==> src/logic/pacc_pkg.sv <==
// Package of constants and types for the 16-bit pulse accumulator
package pacc_pkg;
  localparam logic [7:0] PACC_ADDR_CTL = 8'h20;
  localparam logic [7:0] PACC_ADDR_FLG = 8'h21;
  localparam logic [7:0] PACC_ADDR_CNT = 8'h22;
  localparam int PACC_BIT_EN = 6;
  localparam int PACC_BIT_MOD = 5;
  localparam int PACC_BIT_EDGE = 4;
  localparam int PACC_BIT_CLKH = 3;
  localparam int PACC_BIT_CLKL = 2;
  localparam int PACC_BIT_OVI = 1;
  localparam int PACC_BIT_PAI = 0;
  localparam int PACC_FLG_OVF = 1;
  localparam int PACC_FLG_IF = 0;
  localparam logic [7:0] PACC_CTL_RST = 8'h00;
  localparam logic [15:0] PACC_CNT_RST = 16'h0000;
  localparam logic [15:0] PACC_CNT_MAX = 16'hFFFF;
  localparam logic [15:0] PACC_CNT_ONE = 16'h0001;
  localparam logic [7:0] PACC_DIV256_MAX = 8'hFF;
  localparam logic [15:0] PACC_DIV64K_MAX = 16'hFFFF;
  localparam logic [1:0] PACC_CLK_PRESC = 2'h0;
  localparam logic [1:0] PACC_CLK_ACC = 2'h1;
  localparam logic [1:0] PACC_CLK_ACC256 = 2'h2;
  localparam logic [1:0] PACC_CLK_ACC64K = 2'h3;

  typedef struct packed {
    logic [7:0] addr;
    logic [15:0] wdata;
    logic wr;
    logic rd;
  } pacc_bus_t;

  typedef struct packed {
    logic enable;
    logic mode_sel;
    logic edge_sel;
    logic [1:0] clk_sel;
    logic ovf_irq_en;
    logic input_irq_en;
  } pacc_ctl_t;
endpackage

==> src/logic/pacc_unit.sv <==
// Pulse accumulator with count, flags, control and timer clock select
`timescale 1ns/100ps
`default_nettype none
module pacc_unit
  import pacc_pkg::*;
(
  input wire logic mclk,
  input wire logic rst,
  input wire pacc_bus_t bus,
  output logic [15:0] rdata,
  input wire logic channel7_pin,
  input wire logic timer_on,
  input wire logic fast_flag_clear,
  input wire logic presc_div64_tick,
  input wire logic presc_tick,
  output logic timer_clk_tick,
  output logic ovf_irq,
  output logic input_irq
);

  // ----------------------------------------
  // Decode
  // ----------------------------------------
  wire logic ctl_hit = bus.addr == PACC_ADDR_CTL;
  wire logic flg_hit = bus.addr == PACC_ADDR_FLG;
  wire logic cnt_hit = bus.addr == PACC_ADDR_CNT;
  wire logic ctl_wr = bus.wr && ctl_hit;
  wire logic flg_wr = bus.wr && flg_hit;
  wire logic cnt_wr = bus.wr && cnt_hit;
  wire logic cnt_acc = (bus.wr || bus.rd) && cnt_hit;
  wire logic fast_clr = fast_flag_clear && cnt_acc;

  // ----------------------------------------
  // Control register
  // ----------------------------------------
  logic [7:0] ctl_q;
  always_ff @(posedge mclk or posedge rst) begin
    if (rst) begin
      ctl_q <= PACC_CTL_RST;
    end else if (ctl_wr) begin
      ctl_q <= bus.wdata[7:0];
    end
  end
  pacc_ctl_t ctl;
  assign ctl.enable = ctl_q[PACC_BIT_EN];
  assign ctl.mode_sel = ctl_q[PACC_BIT_MOD];
  assign ctl.edge_sel = ctl_q[PACC_BIT_EDGE];
  assign ctl.clk_sel = ctl_q[PACC_BIT_CLKH:PACC_BIT_CLKL];
  assign ctl.ovf_irq_en = ctl_q[PACC_BIT_OVI];
  assign ctl.input_irq_en = ctl_q[PACC_BIT_PAI];

  // ----------------------------------------
  // Pin synchroniser and edges
  // ----------------------------------------
  logic sync1_q;
  logic sync2_q;
  logic pin_q;
  always_ff @(posedge mclk or posedge rst) begin
    if (rst) begin
      sync1_q <= 1'b0;
      sync2_q <= 1'b0;
      pin_q <= 1'b0;
    end else begin
      sync1_q <= channel7_pin;
      sync2_q <= sync1_q;
      pin_q <= sync2_q;
    end
  end
  wire logic rise = sync2_q && !pin_q;
  wire logic fall = !sync2_q && pin_q;
  // Event edge: 0 falling, 1 rising
  wire logic ev_edge = ctl.edge_sel ? rise : fall;
  // Gate active level: 0 high, 1 low
  wire logic gate_lvl = ctl.edge_sel ? !sync2_q : sync2_q;
  // Trailing edge of the gate
  wire logic gate_trail = ctl.edge_sel ? rise : fall;
  wire logic div64 = presc_div64_tick && timer_on;
  wire logic ev_mode = ctl.enable && !ctl.mode_sel;
  wire logic gt_mode = ctl.enable && ctl.mode_sel;
  wire logic inc = ev_mode ? ev_edge : (gt_mode && gate_lvl && div64);
  wire logic in_evt = (ev_mode && ev_edge) || (gt_mode && gate_trail);

  // ----------------------------------------
  // Count register
  // ----------------------------------------
  logic [15:0] cnt_q;
  logic [15:0] cnt_d;
  wire logic wrap = inc && !cnt_wr && cnt_q == PACC_CNT_MAX;
  assign cnt_d = cnt_wr ? bus.wdata : (inc ? cnt_q + PACC_CNT_ONE : cnt_q);
  always_ff @(posedge mclk or posedge rst) begin
    if (rst) begin
      cnt_q <= PACC_CNT_RST;
    end else begin
      cnt_q <= cnt_d;
    end
  end

  // ----------------------------------------
  // Flags, set wins over clear
  // ----------------------------------------
  logic ovf_q;
  logic if_q;
  wire logic ovf_clr = fast_clr || (flg_wr && bus.wdata[PACC_FLG_OVF]);
  wire logic if_clr = fast_clr || (flg_wr && bus.wdata[PACC_FLG_IF]);
  always_ff @(posedge mclk or posedge rst) begin
    if (rst) begin
      ovf_q <= 1'b0;
      if_q <= 1'b0;
    end else begin
      ovf_q <= wrap || (ovf_q && !ovf_clr);
      if_q <= in_evt || (if_q && !if_clr);
    end
  end

  // ----------------------------------------
  // Interrupt requests
  // ----------------------------------------
  wire logic ovf_irq_d = (wrap || (ovf_q && !ovf_clr)) && ctl.ovf_irq_en;
  wire logic in_irq_d = (in_evt || (if_q && !if_clr)) && ctl.input_irq_en;
  always_ff @(posedge mclk or posedge rst) begin
    if (rst) begin
      ovf_irq <= 1'b0;
      input_irq <= 1'b0;
    end else begin
      ovf_irq <= ovf_irq_d;
      input_irq <= in_irq_d;
    end
  end

  // ----------------------------------------
  // Timer counter clock select
  // ----------------------------------------
  logic [7:0] div256_q;
  logic [15:0] div64k_q;
  always_ff @(posedge mclk or posedge rst) begin
    if (rst) begin
      div256_q <= PACC_DIV256_MAX;
      div64k_q <= PACC_DIV64K_MAX;
    end else if (inc) begin
      div256_q <= div256_q - 8'h01;
      div64k_q <= div64k_q - 16'h0001;
    end
  end
  wire logic tick256 = inc && div256_q == 8'h00;
  wire logic tick64k = inc && div64k_q == 16'h0000;
  // Uses the live control bits, so a write takes effect next cycle
  wire logic [1:0] sel = ctl.enable ? ctl.clk_sel : PACC_CLK_PRESC;
  wire logic tick_d = (sel == PACC_CLK_PRESC) ? presc_tick :
                      (sel == PACC_CLK_ACC) ? inc :
                      (sel == PACC_CLK_ACC256) ? tick256 : tick64k;
  always_ff @(posedge mclk or posedge rst) begin
    if (rst) begin
      timer_clk_tick <= 1'b0;
    end else begin
      timer_clk_tick <= tick_d;
    end
  end

  // ----------------------------------------
  // Read data
  // ----------------------------------------
  wire logic [15:0] rd_mux =
    ctl_hit ? {8'h00, ctl_q} :
    flg_hit ? {14'h0000, ovf_q, if_q} :
    cnt_hit ? cnt_q : 16'h0000;
  always_ff @(posedge mclk or posedge rst) begin
    if (rst) begin
      rdata <= 16'h0000;
    end else if (bus.rd) begin
      rdata <= rd_mux;
    end else begin
      rdata <= 16'h0000;
    end
  end

  // ----------------------------------------
  // Assertions
  // ----------------------------------------
  a_ovf_on_wrap: assert property (@(posedge mclk) disable iff (rst)
    wrap |=> ovf_q && cnt_q == PACC_CNT_RST)
    else $error("overflow flag not set on wrap");
  a_if_clear: assert property (@(posedge mclk) disable iff (rst)
    flg_wr && bus.wdata[PACC_FLG_IF] && !in_evt |=> !if_q)
    else $error("input flag not cleared");
  a_fast_clear: assert property (@(posedge mclk) disable iff (rst)
    fast_clr && !wrap && !in_evt |=> !ovf_q && !if_q)
    else $error("fast clear failed");
  a_no_count_off: assert property (@(posedge mclk) disable iff (rst)
    !ctl.enable && !cnt_wr |=> $stable(cnt_q))
    else $error("count moved while disabled");
  a_gated_timer: assert property (@(posedge mclk) disable iff (rst)
    gt_mode && !timer_on && !cnt_wr |=> $stable(cnt_q))
    else $error("gated count without timer");
  a_ev_count: assert property (@(posedge mclk) disable iff (rst)
    ev_mode && ev_edge && !cnt_wr |=> cnt_q == $past(cnt_q) + PACC_CNT_ONE)
    else $error("event edge not counted");
  a_presc_sel: assert property (@(posedge mclk) disable iff (rst)
    !ctl.enable |=> timer_clk_tick == $past(presc_tick))
    else $error("prescaler clock not used");
  a_ovf_irq: assert property (@(posedge mclk) disable iff (rst)
    ##1 ovf_irq == ($past(ovf_irq_d)) && (!ovf_irq || $past(ctl.ovf_irq_en)))
    else $error("overflow irq mismatch");
  a_in_irq: assert property (@(posedge mclk) disable iff (rst)
    if_q && ctl.input_irq_en && !if_clr |=> input_irq)
    else $error("input irq missing");
  a_cnt_write: assert property (@(posedge mclk) disable iff (rst)
    cnt_wr |=> cnt_q == $past(bus.wdata))
    else $error("count write lost");

  // ----------------------------------------
  // Control write, synchroniser, counting and divider assertions
  // ----------------------------------------
  a_ctl_write: assert property (@(posedge mclk) disable iff (rst)
    ctl_wr |=> ctl_q == $past(bus.wdata[7:0]))
    else $error("control write lost");
  a_ctl_hold: assert property (@(posedge mclk) disable iff (rst)
    !ctl_wr |=> $stable(ctl_q))
    else $error("control changed unwritten");
  a_ev_fall: assert property (@(posedge mclk) disable iff (rst)
    ev_mode && !ctl.edge_sel && fall && !cnt_wr |=>
    cnt_q == $past(cnt_q) + PACC_CNT_ONE)
    else $error("falling edge not counted");
  a_ev_rise: assert property (@(posedge mclk) disable iff (rst)
    ev_mode && ctl.edge_sel && rise && !cnt_wr |=>
    cnt_q == $past(cnt_q) + PACC_CNT_ONE)
    else $error("rising edge not counted");
  a_ev_quiet: assert property (@(posedge mclk) disable iff (rst)
    ev_mode && !ev_edge && !cnt_wr |=> $stable(cnt_q))
    else $error("count moved without edge");
  a_ev_no_tmr: assert property (@(posedge mclk) disable iff (rst)
    ev_mode && ev_edge && !timer_on && !cnt_wr |=>
    cnt_q == $past(cnt_q) + PACC_CNT_ONE)
    else $error("event lost with timer off");
  a_gt_count: assert property (@(posedge mclk) disable iff (rst)
    gt_mode && gate_lvl && div64 && !cnt_wr |=>
    cnt_q == $past(cnt_q) + PACC_CNT_ONE)
    else $error("gated tick not counted");
  a_gt_no_tick: assert property (@(posedge mclk) disable iff (rst)
    gt_mode && !div64 && !cnt_wr |=> $stable(cnt_q))
    else $error("gated count without tick");
  a_gt_closed: assert property (@(posedge mclk) disable iff (rst)
    gt_mode && !gate_lvl && !cnt_wr |=> $stable(cnt_q))
    else $error("count while gate closed");
  a_sync_stage: assert property (@(posedge mclk) disable iff (rst)
    1'b1 |=> sync2_q == $past(sync1_q))
    else $error("synchroniser skipped");
  a_cnt_hold: assert property (@(posedge mclk) disable iff (rst)
    !inc && !cnt_wr |=> $stable(cnt_q))
    else $error("count moved idle");
  a_div_lock: assert property (@(posedge mclk) disable iff (rst)
    div64k_q[7:0] == div256_q)
    else $error("dividers out of step");
  a_div_nest: assert property (@(posedge mclk) disable iff (rst)
    tick64k |-> tick256)
    else $error("div65536 tick off div256");
  a_div_step: assert property (@(posedge mclk) disable iff (rst)
    inc |=> div256_q == $past(div256_q) - 8'h01)
    else $error("div256 step lost");
  a_div_hold: assert property (@(posedge mclk) disable iff (rst)
    !inc |=> $stable(div64k_q))
    else $error("divider moved idle");

  // ----------------------------------------
  // Flag and interrupt assertions
  // ----------------------------------------
  a_ev_flag: assert property (@(posedge mclk) disable iff (rst)
    ev_mode && ev_edge |=> if_q)
    else $error("event flag not set");
  a_gt_fall: assert property (@(posedge mclk) disable iff (rst)
    gt_mode && !ctl.edge_sel && fall |=> if_q)
    else $error("falling trail not flagged");
  a_gt_rise: assert property (@(posedge mclk) disable iff (rst)
    gt_mode && ctl.edge_sel && rise |=> if_q)
    else $error("rising trail not flagged");
  a_if_hold: assert property (@(posedge mclk) disable iff (rst)
    if_q && !if_clr |=> if_q)
    else $error("input flag lost");
  a_if_no_set: assert property (@(posedge mclk) disable iff (rst)
    !if_q && !in_evt |=> !if_q)
    else $error("input flag set idle");
  a_if_keep: assert property (@(posedge mclk) disable iff (rst)
    flg_wr && !bus.wdata[PACC_FLG_IF] && if_q |=> if_q)
    else $error("input flag cleared by zero");
  a_off_flag: assert property (@(posedge mclk) disable iff (rst)
    !ctl.enable && !if_q |=> !if_q)
    else $error("flag set while disabled");
  a_ovf_hold: assert property (@(posedge mclk) disable iff (rst)
    ovf_q && !ovf_clr |=> ovf_q)
    else $error("overflow flag lost");
  a_ovf_no_set: assert property (@(posedge mclk) disable iff (rst)
    !ovf_q && !wrap |=> !ovf_q)
    else $error("overflow flag set idle");
  a_ovf_clear: assert property (@(posedge mclk) disable iff (rst)
    flg_wr && bus.wdata[PACC_FLG_OVF] && !wrap |=> !ovf_q)
    else $error("overflow flag not cleared");
  a_max_wrap: assert property (@(posedge mclk) disable iff (rst)
    inc && !cnt_wr && cnt_q == PACC_CNT_MAX |=> ovf_q)
    else $error("wrap not flagged");
  a_fast_ovf: assert property (@(posedge mclk) disable iff (rst)
    fast_clr && !wrap |=> !ovf_q)
    else $error("fast clear kept overflow");
  a_fast_if: assert property (@(posedge mclk) disable iff (rst)
    fast_clr && !in_evt |=> !if_q)
    else $error("fast clear kept input flag");
  a_slow_keep: assert property (@(posedge mclk) disable iff (rst)
    !fast_flag_clear && cnt_acc && if_q |=> if_q)
    else $error("count access cleared flag");
  a_ovf_irq_on: assert property (@(posedge mclk) disable iff (rst)
    ovf_q && ctl.ovf_irq_en && !ovf_clr |=> ovf_irq)
    else $error("overflow irq missing");
  a_ovf_irq_off: assert property (@(posedge mclk) disable iff (rst)
    !ctl.ovf_irq_en |=> !ovf_irq)
    else $error("overflow irq not inhibited");
  a_in_irq_off: assert property (@(posedge mclk) disable iff (rst)
    !ctl.input_irq_en |=> !input_irq)
    else $error("input irq not inhibited");
  a_in_irq_flg: assert property (@(posedge mclk) disable iff (rst)
    input_irq |-> if_q)
    else $error("input irq without flag");
  a_in_irq_none: assert property (@(posedge mclk) disable iff (rst)
    !if_q && !in_evt |=> !input_irq)
    else $error("input irq with no cause");

  // ----------------------------------------
  // Clock select and read assertions
  // ----------------------------------------
  a_sel_presc: assert property (@(posedge mclk) disable iff (rst)
    ctl.enable && ctl.clk_sel == PACC_CLK_PRESC |=>
    timer_clk_tick == $past(presc_tick))
    else $error("prescaler select wrong");
  a_sel_acc: assert property (@(posedge mclk) disable iff (rst)
    ctl.enable && ctl.clk_sel == PACC_CLK_ACC |=>
    timer_clk_tick == $past(inc))
    else $error("accumulator select wrong");
  a_sel_256: assert property (@(posedge mclk) disable iff (rst)
    ctl.enable && ctl.clk_sel == PACC_CLK_ACC256 |=>
    timer_clk_tick == $past(tick256))
    else $error("div256 select wrong");
  a_sel_64k: assert property (@(posedge mclk) disable iff (rst)
    ctl.enable && ctl.clk_sel == PACC_CLK_ACC64K |=>
    timer_clk_tick == $past(tick64k))
    else $error("div65536 select wrong");
  a_sel_switch: assert property (@(posedge mclk) disable iff (rst)
    ctl_wr && bus.wdata[PACC_BIT_EN] &&
    bus.wdata[PACC_BIT_CLKH:PACC_BIT_CLKL] == PACC_CLK_ACC |=>
    ##1 timer_clk_tick == $past(inc))
    else $error("clock switch deferred");
  a_off_sel: assert property (@(posedge mclk) disable iff (rst)
    !ctl.enable |-> sel == PACC_CLK_PRESC)
    else $error("select ignored disable");
  a_rd_idle: assert property (@(posedge mclk) disable iff (rst)
    !bus.rd |=> rdata == 16'h0000)
    else $error("read data not idle");
  a_rd_cnt: assert property (@(posedge mclk) disable iff (rst)
    bus.rd && cnt_hit |=> rdata == $past(cnt_q))
    else $error("count read wrong");
  a_rd_ctl: assert property (@(posedge mclk) disable iff (rst)
    bus.rd && ctl_hit |=> rdata == {8'h00, $past(ctl_q)})
    else $error("control read wrong");
  a_rd_flg: assert property (@(posedge mclk) disable iff (rst)
    bus.rd && flg_hit |=> rdata[1:0] == {$past(ovf_q), $past(if_q)})
    else $error("flag read wrong");

endmodule // pacc_unit
`default_nettype wire

==> config.mk <==
export PLATFORM = sky130hd
export DESIGN_NAME = pacc_unit
export DESIGN_NICKNAME = d
export VERILOG_FILES = /design/src/logic/pacc_pkg.sv /design/src/logic/pacc_unit.sv
export SDC_FILE = /design/constraint.sdc
export NUM_CORES = 1
export LEC_CHECK = 0
export BUFFER_PORTS_ARGS = -buffer_cell sky130_fd_sc_hd__buf_2
export CORE_MARGIN = 1
export CORE_UTILIZATION = 55
export CTS_BUF_LIST = sky130_fd_sc_hd__clkbuf_8
export DETAILED_ROUTE_END_ITERATION = 16
export PLACE_DENSITY = 0.77
export SYNTH_ARGS = -nofsm -noshare
export SYNTH_HDL_FRONTEND = slang
export SYNTH_SLANG_ARGS = --single-unit
==> constraint.sdc <==
create_clock -name mclk -period 2.1 [get_ports mclk]
set_input_delay 0.105 -clock mclk [delete_from_list [all_inputs] [get_ports mclk]]
set_output_delay 0.105 -clock mclk [all_outputs]
set_load 0.005 [all_outputs]
[Yosys cells after proc, flatten, opt, wreduce, memory -nomap -nowiden]
Cells that the tools add are included.
Cells by class
  eq/ne operators: 6
  add/sub/neg operators: 3
  muxes and demuxes: 13
  reductions and logical operators: 40
Operators with widths (number)
  $mux W16: 6
  $eq A8 B6 Y1 const B: 3
  $logic_and A1 B1 Y1: 24
  $add A16 B1 Y16 const B: 1
  $eq A16 B16 Y1 const B: 1
  $logic_not A16 Y1: 1
  $sub A16 B1 Y16 const B: 1
  $logic_not A8 Y1: 1
  $sub A8 B1 Y8 const B: 1
  $logic_not A1 Y1: 6
  $logic_or A1 B1 Y1: 6
  $mux W1: 6
  $eq A2 B1 Y1 const B: 1
  $eq A2 B2 Y1 const B: 1
  $logic_not A2 Y1: 1
  $mux W2: 1
  $reduce_bool A2 Y1: 1
Word-level totals
  output and inout bits: 19
  logic and storage cells: 75
  flip-flop bits (word level): 72
  input bits: 33

[Logic depth before layout (Yosys ltp)]
Gate-level depths: netlist of the first run.
  depth after elaboration: 9
  depth in mapped cells: 7
  gate-level depth less buffers: 6

[Worst setup path before layout of the first run]
Ideal clock, no wire load.
  path kind: register -> register
  start: register ctl_q[4]
  end: register cnt_q[7]
  path slack: 0.386 ns
  setup time: 0.082 ns
  buffers on the path: 1
  data arrival time: 1.632 ns
  stages on the path, launching flop included: 7
  path through: dfrtp_1 -> nor3b_2 -> o21ai_1 -> and2_1 -> buf_6 -> or4_1 -> a31oi_1
On the way
  cells in the longest elaborated chain, start to end: 5
Ends and longest elaborated chain
  start, declared: line pacc_unit.sv:36  | logic [7:0] ctl_q;
  start signal, assigned: line pacc_unit.sv:41  | ctl_q <= bus.wdata[7:0];
  $mux W1: line pacc_unit.sv:74  | wire logic gate_lvl = ctl.edge_sel ? !sync2_q : sync2_q;
  $logic_and A1 B1 Y1 (2 in a row): line pacc_unit.sv:80  | wire logic inc = ev_mode ? ev_edge : (gt_mode && gate_lvl && div64);
  $mux W1 *: line pacc_unit.sv:80
  $reduce_bool A2 Y1 (no line) *
  end signal, assigned: line pacc_unit.sv:94  | cnt_q <= cnt_d;
  end, declared: line pacc_unit.sv:86  | logic [15:0] cnt_q;
Every way passes the cells marked *; elsewhere a longest branch is shown, timed or not.
A chain may end at the register's enable or synchronous reset.

[Worst setup path after layout of the first run]
  start: register ctl_q[4]
  end: register div64k_q[10]
On the way
  cells in the longest elaborated chain, start to end: 4
Ends and longest elaborated chain
  $mux W1: line pacc_unit.sv:74
  $logic_and A1 B1 Y1 (2 in a row): line pacc_unit.sv:80
  $mux W1 *: line pacc_unit.sv:80
  end signal, assigned: line pacc_unit.sv:141  | div64k_q <= div64k_q - 16'h0001;
  end, declared: line pacc_unit.sv:134  | logic [15:0] div64k_q;
Marks and branches as above.

==> flow_summary.json, run 1 <==
{
  "status": "finished, final reports clean",
  "dieHeight_um": 81.9,
  "antenna_cells": 0,
  "dieArea_sq_um": 6700,
  "place.gp.congestion": 0.857,
  "dr_wl_met2_um": 3290,
  "start_util_pct": 58.2,
  "synthFlopType": "dfrtp_1",
  "r2r_setup_slack_ns": 0.16,
  "die_w_um": 81.9,
  "hold_start": "bus[5]",
  "clk_latency_ns": 0.34,
  "synth_area_sq_um": 3510,
  "clock.fmax_ghz": 0.516,
  "grt_pass1_vias": 2566,
  "met3WireLength_um": 326,
  "finalHoldViolations": 0,
  "rows": 28,
  "reg2reg_depth": 6,
  "cts.clk_slew.worst_paths_ns": 0.07,
  "fin_crit_ns": 1.94,
  "p_per_area_nw_per_um2": 712,
  "worst_ep_required_time_ns": 2.36,
  "p_seq_share_pct": 52.3,
  "top_layer": "met4",
  "synth_nets": 361,
  "areaGrowthSynthToFinish_pct": 19.4,
  "grtUsageTotal_pct": 24.5,
  "r2r-start": "ctl_q[4]",
  "holdPathEnd": "cnt_q[3]",
  "grt_pass1_wl_um": 12200,
  "clockBufferDepth": 2,
  "placed_area_sq_um": 3910,
  "multi_input_area_sq_um": 1580,
  "cts_tree": "built",
  "ys_ff_latch": 72,
  "fin_util_pct": 69.5,
  "drtIter0Drc": 190,
  "switching_share_pct": 25.7,
  "synthArstFlopShare_pct": 100,
  "htreeDepth": 3,
  "p_comb_share_pct": 12.4,
  "grt_max_degree": 36,
  "peakVddDrop_uv": 450,
  "wl_um": 7270,
  "port_buffers": 51,
  "worst_ep_arrival_time_ns": 2.20,
  "worst_setup_path_end_kind": "register",
  "p_sw_mw": 0.767,
  "ant_nets": 0,
  "syn_inst": 323,
  "max_slew_margin_pct": 65.0,
  "dr.pass1.iters": 4,
  "clock_skew_ns": 0.00396,
  "ys_seq_area_share_pct": 52.2,
  "ff_latch_area_sq_um": 1830,
  "syn_area_per_cell_sq_um": 10.9,
  "cp-start-kind": "register",
  "final_cell_mix": "buf_2, dfrtp_1, xnor2_1",
  "antenna_found_initial": 0,
  "post_cts_buffers": 0,
  "pwr-share-clk_pct": 35.4,
  "via_per_inst": 5.49,
  "yosys_warnings": 0,
  "min_path_cells": 3,
  "cp_max_fo": 6,
  "post_drt_wl_per_cell_um": 15.3,
  "grt_overflow": 0,
  "p_total_mw": 2.98,
  "setup_viol": 0,
  "clkSinkCount": 72,
  "dpl.hpwl_um": 5210,
  "layout-drive-gt1-share_pct": 30.5,
  "fillerInstances": 453,
  "worstMarginPinSlew_ns": 0.518,
  "core-area_sq_um": 6030,
  "final_common_cell": "buf_2",
  "p_int_mw": 2.21,
  "cts_buffers": 9,
  "num-nets-final": 433,
  "fin_tns_setup_ns": 0,
  "met1_length_um": 3580,
  "synth_edf_count": 0,
  "r2r_end": "div64k_q[10]",
  "crit_type": "register to register",
  "finalMaxSlewViolations": 0,
  "io_pins": 52,
  "min_period_over_period_pct": 92.2,
  "fin_area_sq_um": 4190,
  "p_leak_nw": 1.88,
  "synth.distinct_cells": 49,
  "hold_path_class": "input port to register",
  "cap_violations": 0,
  "post-route-drc-count": 0,
  "vias": 2610,
  "root_buffer": "clkbuf_8",
  "rsz0062_at_grt": "no"
}
==> critical path: stages (launching register included) <==
cell and delay [ns]:
dfrtp_1 0.44, nor3b_2 0.28, o21ai_1 0.14, and2_1 0.26
buf_4 0.18, nor4b_1 0.37, xor2_1 0.19
==> power groups by stage <==
stage / clock network, mW / logic [mW] / registers, mW
after floorplan: 0 / 0.239 / 1.55
after global placement: 0 / 0.339 / 1.58
after detailed placement: 0 / 0.355 / 1.58
after CTS: 1.06 / 0.371 / 1.56
after global routing: 1.14 / 0.408 / 1.57
final: 1.05 / 0.369 / 1.56
==> layer usage <==
layer / global-route usage [%] / vias to the layer above
met5: 0 / -
met4: 8.42 / 0
met3: 5.67 / 7
met2: 35.7 / 63
met1: 35.8 / 1265
li1: - / 1275
==> worst max-delay path by stage <==
stage	start	end	slack (ns)	cells past startpoint
finish	ctl_q[4]	div64k_q[10]	0.16	6
global route	ctl_q[4]	div64k_q[10]	0.02	6
CTS	ctl_q[4]	div64k_q[10]	0.20	6
detailed placement	ctl_q[4]	div64k_q[10]	0.24	6
global placement	cnt_q[6]	ovf_irq	0.32	5
floorplan	rst	cnt_q[0]	0.21	1
==> synth_stat cells (7+ instances only) <==
| master | n | area share, % |
|---|---|---|
| dfrtp_1 | 48 | 34 |
| mux2i_1 | 8 | 2.3 |
| nand2_1 | 21 | 2.2 |
| nor2_1 | 30 | 3.2 |
| and2_1 | 13 | 2.3 |
| nand3_1 | 13 | 1.9 |
| o21ai_0 | 13 | 1.9 |
| xnor2_1 | 31 | 7.7 |
| nand4_1 | 12 | 2.1 |
| a21oi_1 | 16 | 2.3 |
| mux2_4 | 8 | 3.4 |
| dfstp_2 | 24 | 18 |
| inv_1 | 7 | 0.75 |
==> registers in the layout, indices dropped and copies added (netlist names) <==
| signal | count |
|---|---|
| cnt_q | 16 |
| ctl_q | 8 |
| div256_q | 8 |
| div64k_q | 16 |
| if_q | 1 |
| input_irq | 1 |
| ovf_irq | 1 |
| ovf_q | 1 |
| pin_q | 1 |
| rdata | 16 |
| sync1_q | 1 |
| sync2_q | 1 |
| timer_clk_tick | 1 |
==> final cells by class <==
class,instances,area share [%]
repair buffers,75,11.2
inverters,7,0.627
flip-flops and latches,72,43.7
clock buffers,10,3.29
multi-input cells,230,37.6
clock inverters,6,1.28
well taps,75,2.24
==> stage by stage <==
step	std cells	setup WS, ns	hold WS (ns)
5_1_grt	475	0.0195	0.0220
3_3_place_gp	450	0.320	0.172
3_5_place_dp	450	0.242	0.172
2_1_floorplan	323	0.210	0.136
4_1_cts	475	0.201	0.0102
6_report	475	0.163	0.0170
==> cells by family (layout without fill, tap and decap cells) <==
| kind of cell | count (synthesis) | after routing | synth area share [%] |
|---|---|---|---|
| muxes | 16 | 16 | 5.71 |
| buffers and inverters | 21 | 98 | 2.89 |
| AOI/OAI and AO/OA | 46 | 46 | 7.95 |
| DFF | 72 | 72 | 52.2 |
| adders and majority gates | 5 | 5 | 1.78 |
| and+or+nand+nor | 127 | 127 | 20.5 |
| xor gates and xnor gates | 36 | 36 | 8.99 |
==> what timing repair did <==
| action | in CTS | in global routing |
|---|---|---|
| resized for setup | 0 | 0 |
| hold endpoints to repair | 9 | 0 |
| hold buffers | 9 | 0 |
Power figures use the tool's default switching activity.
==> run 2: changes to the inputs <==
--- a/config.mk
+++ b/config.mk
@@ -7,10 +7,10 @@
 export LEC_CHECK = 0
 export BUFFER_PORTS_ARGS = -buffer_cell sky130_fd_sc_hd__buf_2
 export CORE_MARGIN = 1
-export CORE_UTILIZATION = 55
+export CORE_UTILIZATION = 35
 export CTS_BUF_LIST = sky130_fd_sc_hd__clkbuf_8
 export DETAILED_ROUTE_END_ITERATION = 16
-export PLACE_DENSITY = 0.77
 export SYNTH_ARGS = -nofsm -noshare
 export SYNTH_HDL_FRONTEND = slang
 export SYNTH_SLANG_ARGS = --single-unit
+export TNS_END_PERCENT = 20
==> run 2 against run 1 <==
  * Flip-flop and latch count unchanged
  * Die area is 56% higher
  * Total power increased by 2.8%
  * Clock skew is 0.0028 ns higher
  * Critical path depth decreased by 1
  * First-iteration DRC count down 33%
  * Worst hold slack got worse by 0.0054 ns
  * Sequential power barely moved
  * Fmax grew 5.3%
  * Combinational power down 6.0%
  * Critical endpoint is now cnt_q[7]
  * Largest cell class unchanged
  * Largest power group unchanged
==> flow_summary.json, run 2 (synthesis results as in run 1) <==
{
  "worstMarginPinSlew_ns": 0.600,
  "met3_usage_pct": 2.39,
  "clockBufferDepth": 2,
  "fin_crit_ns": 1.84,
  "rsz0062_at_grt": "no",
  "crit_type": "register to register",
  "clock.fmax_ghz": 0.543,
  "ant_nets": 0,
  "p_leak_nw": 1.87,
  "worst_ep_arrival_time_ns": 2.09,
  "grt_pass1_wl_um": 12300,
  "max_stage_delay_ns": 0.51,
  "grt_max_degree": 46,
  "min_period_over_period_pct": 87.6,
  "clk_latency_ns": 0.34,
  "cp-start-kind": "register",
  "port_buffers": 51,
  "dieArea_sq_um": 10400,
  "reg_top3": "cnt_q (16), div64k_q (16), rdata (16)",
  "start_util_pct": 36.1,
  "max_slew_margin_pct": 60.0,
  "place_ws_ns": 0.280,
  "fin_ws_ns": 0.260,
  "cap_violations": 0,
  "finalHoldViolations": 0,
  "p_total_mw": 3.06,
  "hold_slack_ns": 0.0116,
  "fillerInstances": 982,
  "cts.clk_slew.worst_paths_ns": 0.07,
  "cts_buffers": 9,
  "place.gp.congestion": 0.810,
  "final_common_cell": "buf_2",
  "num-nets-final": 432,
  "areaGrowthSynthToFinish_pct": 22.3,
  "dpl.hpwl_um": 5310,
  "worst_ep_required_time_ns": 2.35,
  "cts_tree": "built",
  "clkSinkCount": 72,
  "dieHeight_um": 102,
  "antenna_found_initial": 0,
  "cp_max_fo": 5,
  "worst_setup_path_end_kind": "register",
  "grtUsageTotal_pct": 15.2,
  "final_cell_mix": "buf_2, dfrtp_1, xnor2_1",
  "peakVddDrop_uv": 278,
  "cpMaxStageDelayCell": "or4_1",
  "die_w_um": 102,
  "post_drt_wl_per_cell_um": 13.8,
  "use_met1_pct": 22.2,
  "clock_skew_ns": 0.00678,
  "fin_tns_setup_ns": 0,
  "status": "finished, final reports clean",
  "p_per_area_nw_per_um2": 714,
  "top_usage_layer": "met2",
  "grt_overflow": 0,
  "wl_um": 7340,
  "core-area_sq_um": 9730,
  "crit_chain": "nor3b_2 -> o21ai_1 -> and2_1 -> or4_1 -> a31oi_1",
  "drtIter0Drc": 128,
  "via_per_inst": 4.83,
  "dr.pass1.iters": 4,
  "root_buffer": "clkbuf_8",
  "rows": 36,
  "antenna_cells": 0,
  "io_pins": 52,
  "post-route-drc-count": 0,
  "vias": 2570,
  "grt_use_met2_pct": 22.4,
  "hold_path_class": "input port to register",
  "layout-drive-gt1-share_pct": 30.1,
  "finalMaxSlewViolations": 0,
  "grt_pass1_vias": 2567,
  "htreeDepth": 3,
  "setup_viol": 0
}
-- run 2: cell types whose count changed in the layout (fill, tap and decap cells not counted) --
cell and delta:
buf_12 +1, buf_4 -4, bufinv_16 +1, clkbuf_8 -1
clkinv_1 +1, clkinvlp_4 +1, dlygate4sd3_1 +2, inv_1 -2
-- run 2: layout make-up --
| type | count | area, sq um | area share (%) |
|---|---|---|---|
| clock buffer | 9 | 124 | 2.89 |
| clock inverter | 7 | 87.6 | 2.04 |
| inverter | 7 | 26.3 | 0.612 |
| multi-input combinational | 230 | 1580 | 36.7 |
| sequential | 72 | 1830 | 42.7 |
| tap | 133 | 166 | 3.88 |
| timing repair buffer | 74 | 480 | 11.2 |
-- run 2: metrics by stage --
stage | instances | util [%] | instance area [sq um]
after floorplan | 323 | - | 3510
after detailed placement | 505 | 40.8 | 3970
final | 532 | 44.1 | 4290
after global placement | 505 | 40.8 | 3970
after global routing | 532 | 44.1 | 4290
after CTS | 532 | 44.1 | 4290
-- run 2: report_power, final --
part | switching [mW] | internal [mW]
Combinational | 0.179 | 0.169
Sequential | 0.0848 | 1.47
Clock | 0.499 | 0.658
-- run 2: metal layers --
metal / up-vias / part of all wire, %
met2: 58 / 43
met5: - / 0
met3: 8 / 3.9
met4: 0 / 1.5
met1: 1230 / 52
li1: 1274 / -
-- run 2: final timing paths --
check	from	to	slack, ns	cells after the start
setup / recovery	ctl_q[4]	cnt_q[7]	0.26	5
hold / removal	presc_tick	timer_clk_tick	0.01	3
setup reg to reg	ctl_q[4]	cnt_q[7]	0.26	5
hold reg to reg	sync1_q	sync2_q	0.36	0
max in group asynchronous	rst	cnt_q[11]	1.07	4
min in group asynchronous	rst	timer_clk_tick	0.38	3
-- run 2: timing repair --
| item | in CTS | in global routing |
|---|---|---|
| resized for setup | 0 | 0 |
| hold endpoints to repair | 13 | 0 |
| buffers inserted | 0 | 0 |
| hold buffers | 11 | 0 |
| endpoints found under the setup margin | 0 | 0 |
-- run 2: critical path: cells and delay by family (launching register included) --
| kind | cells | cell delay [ns] |
|---|---|---|
| AND/OR/NAND/NOR | 3 | 1.01 |
| AO/OA/AOI/OAI | 2 | 0.31 |
| flip-flops | 1 | 0.44 |
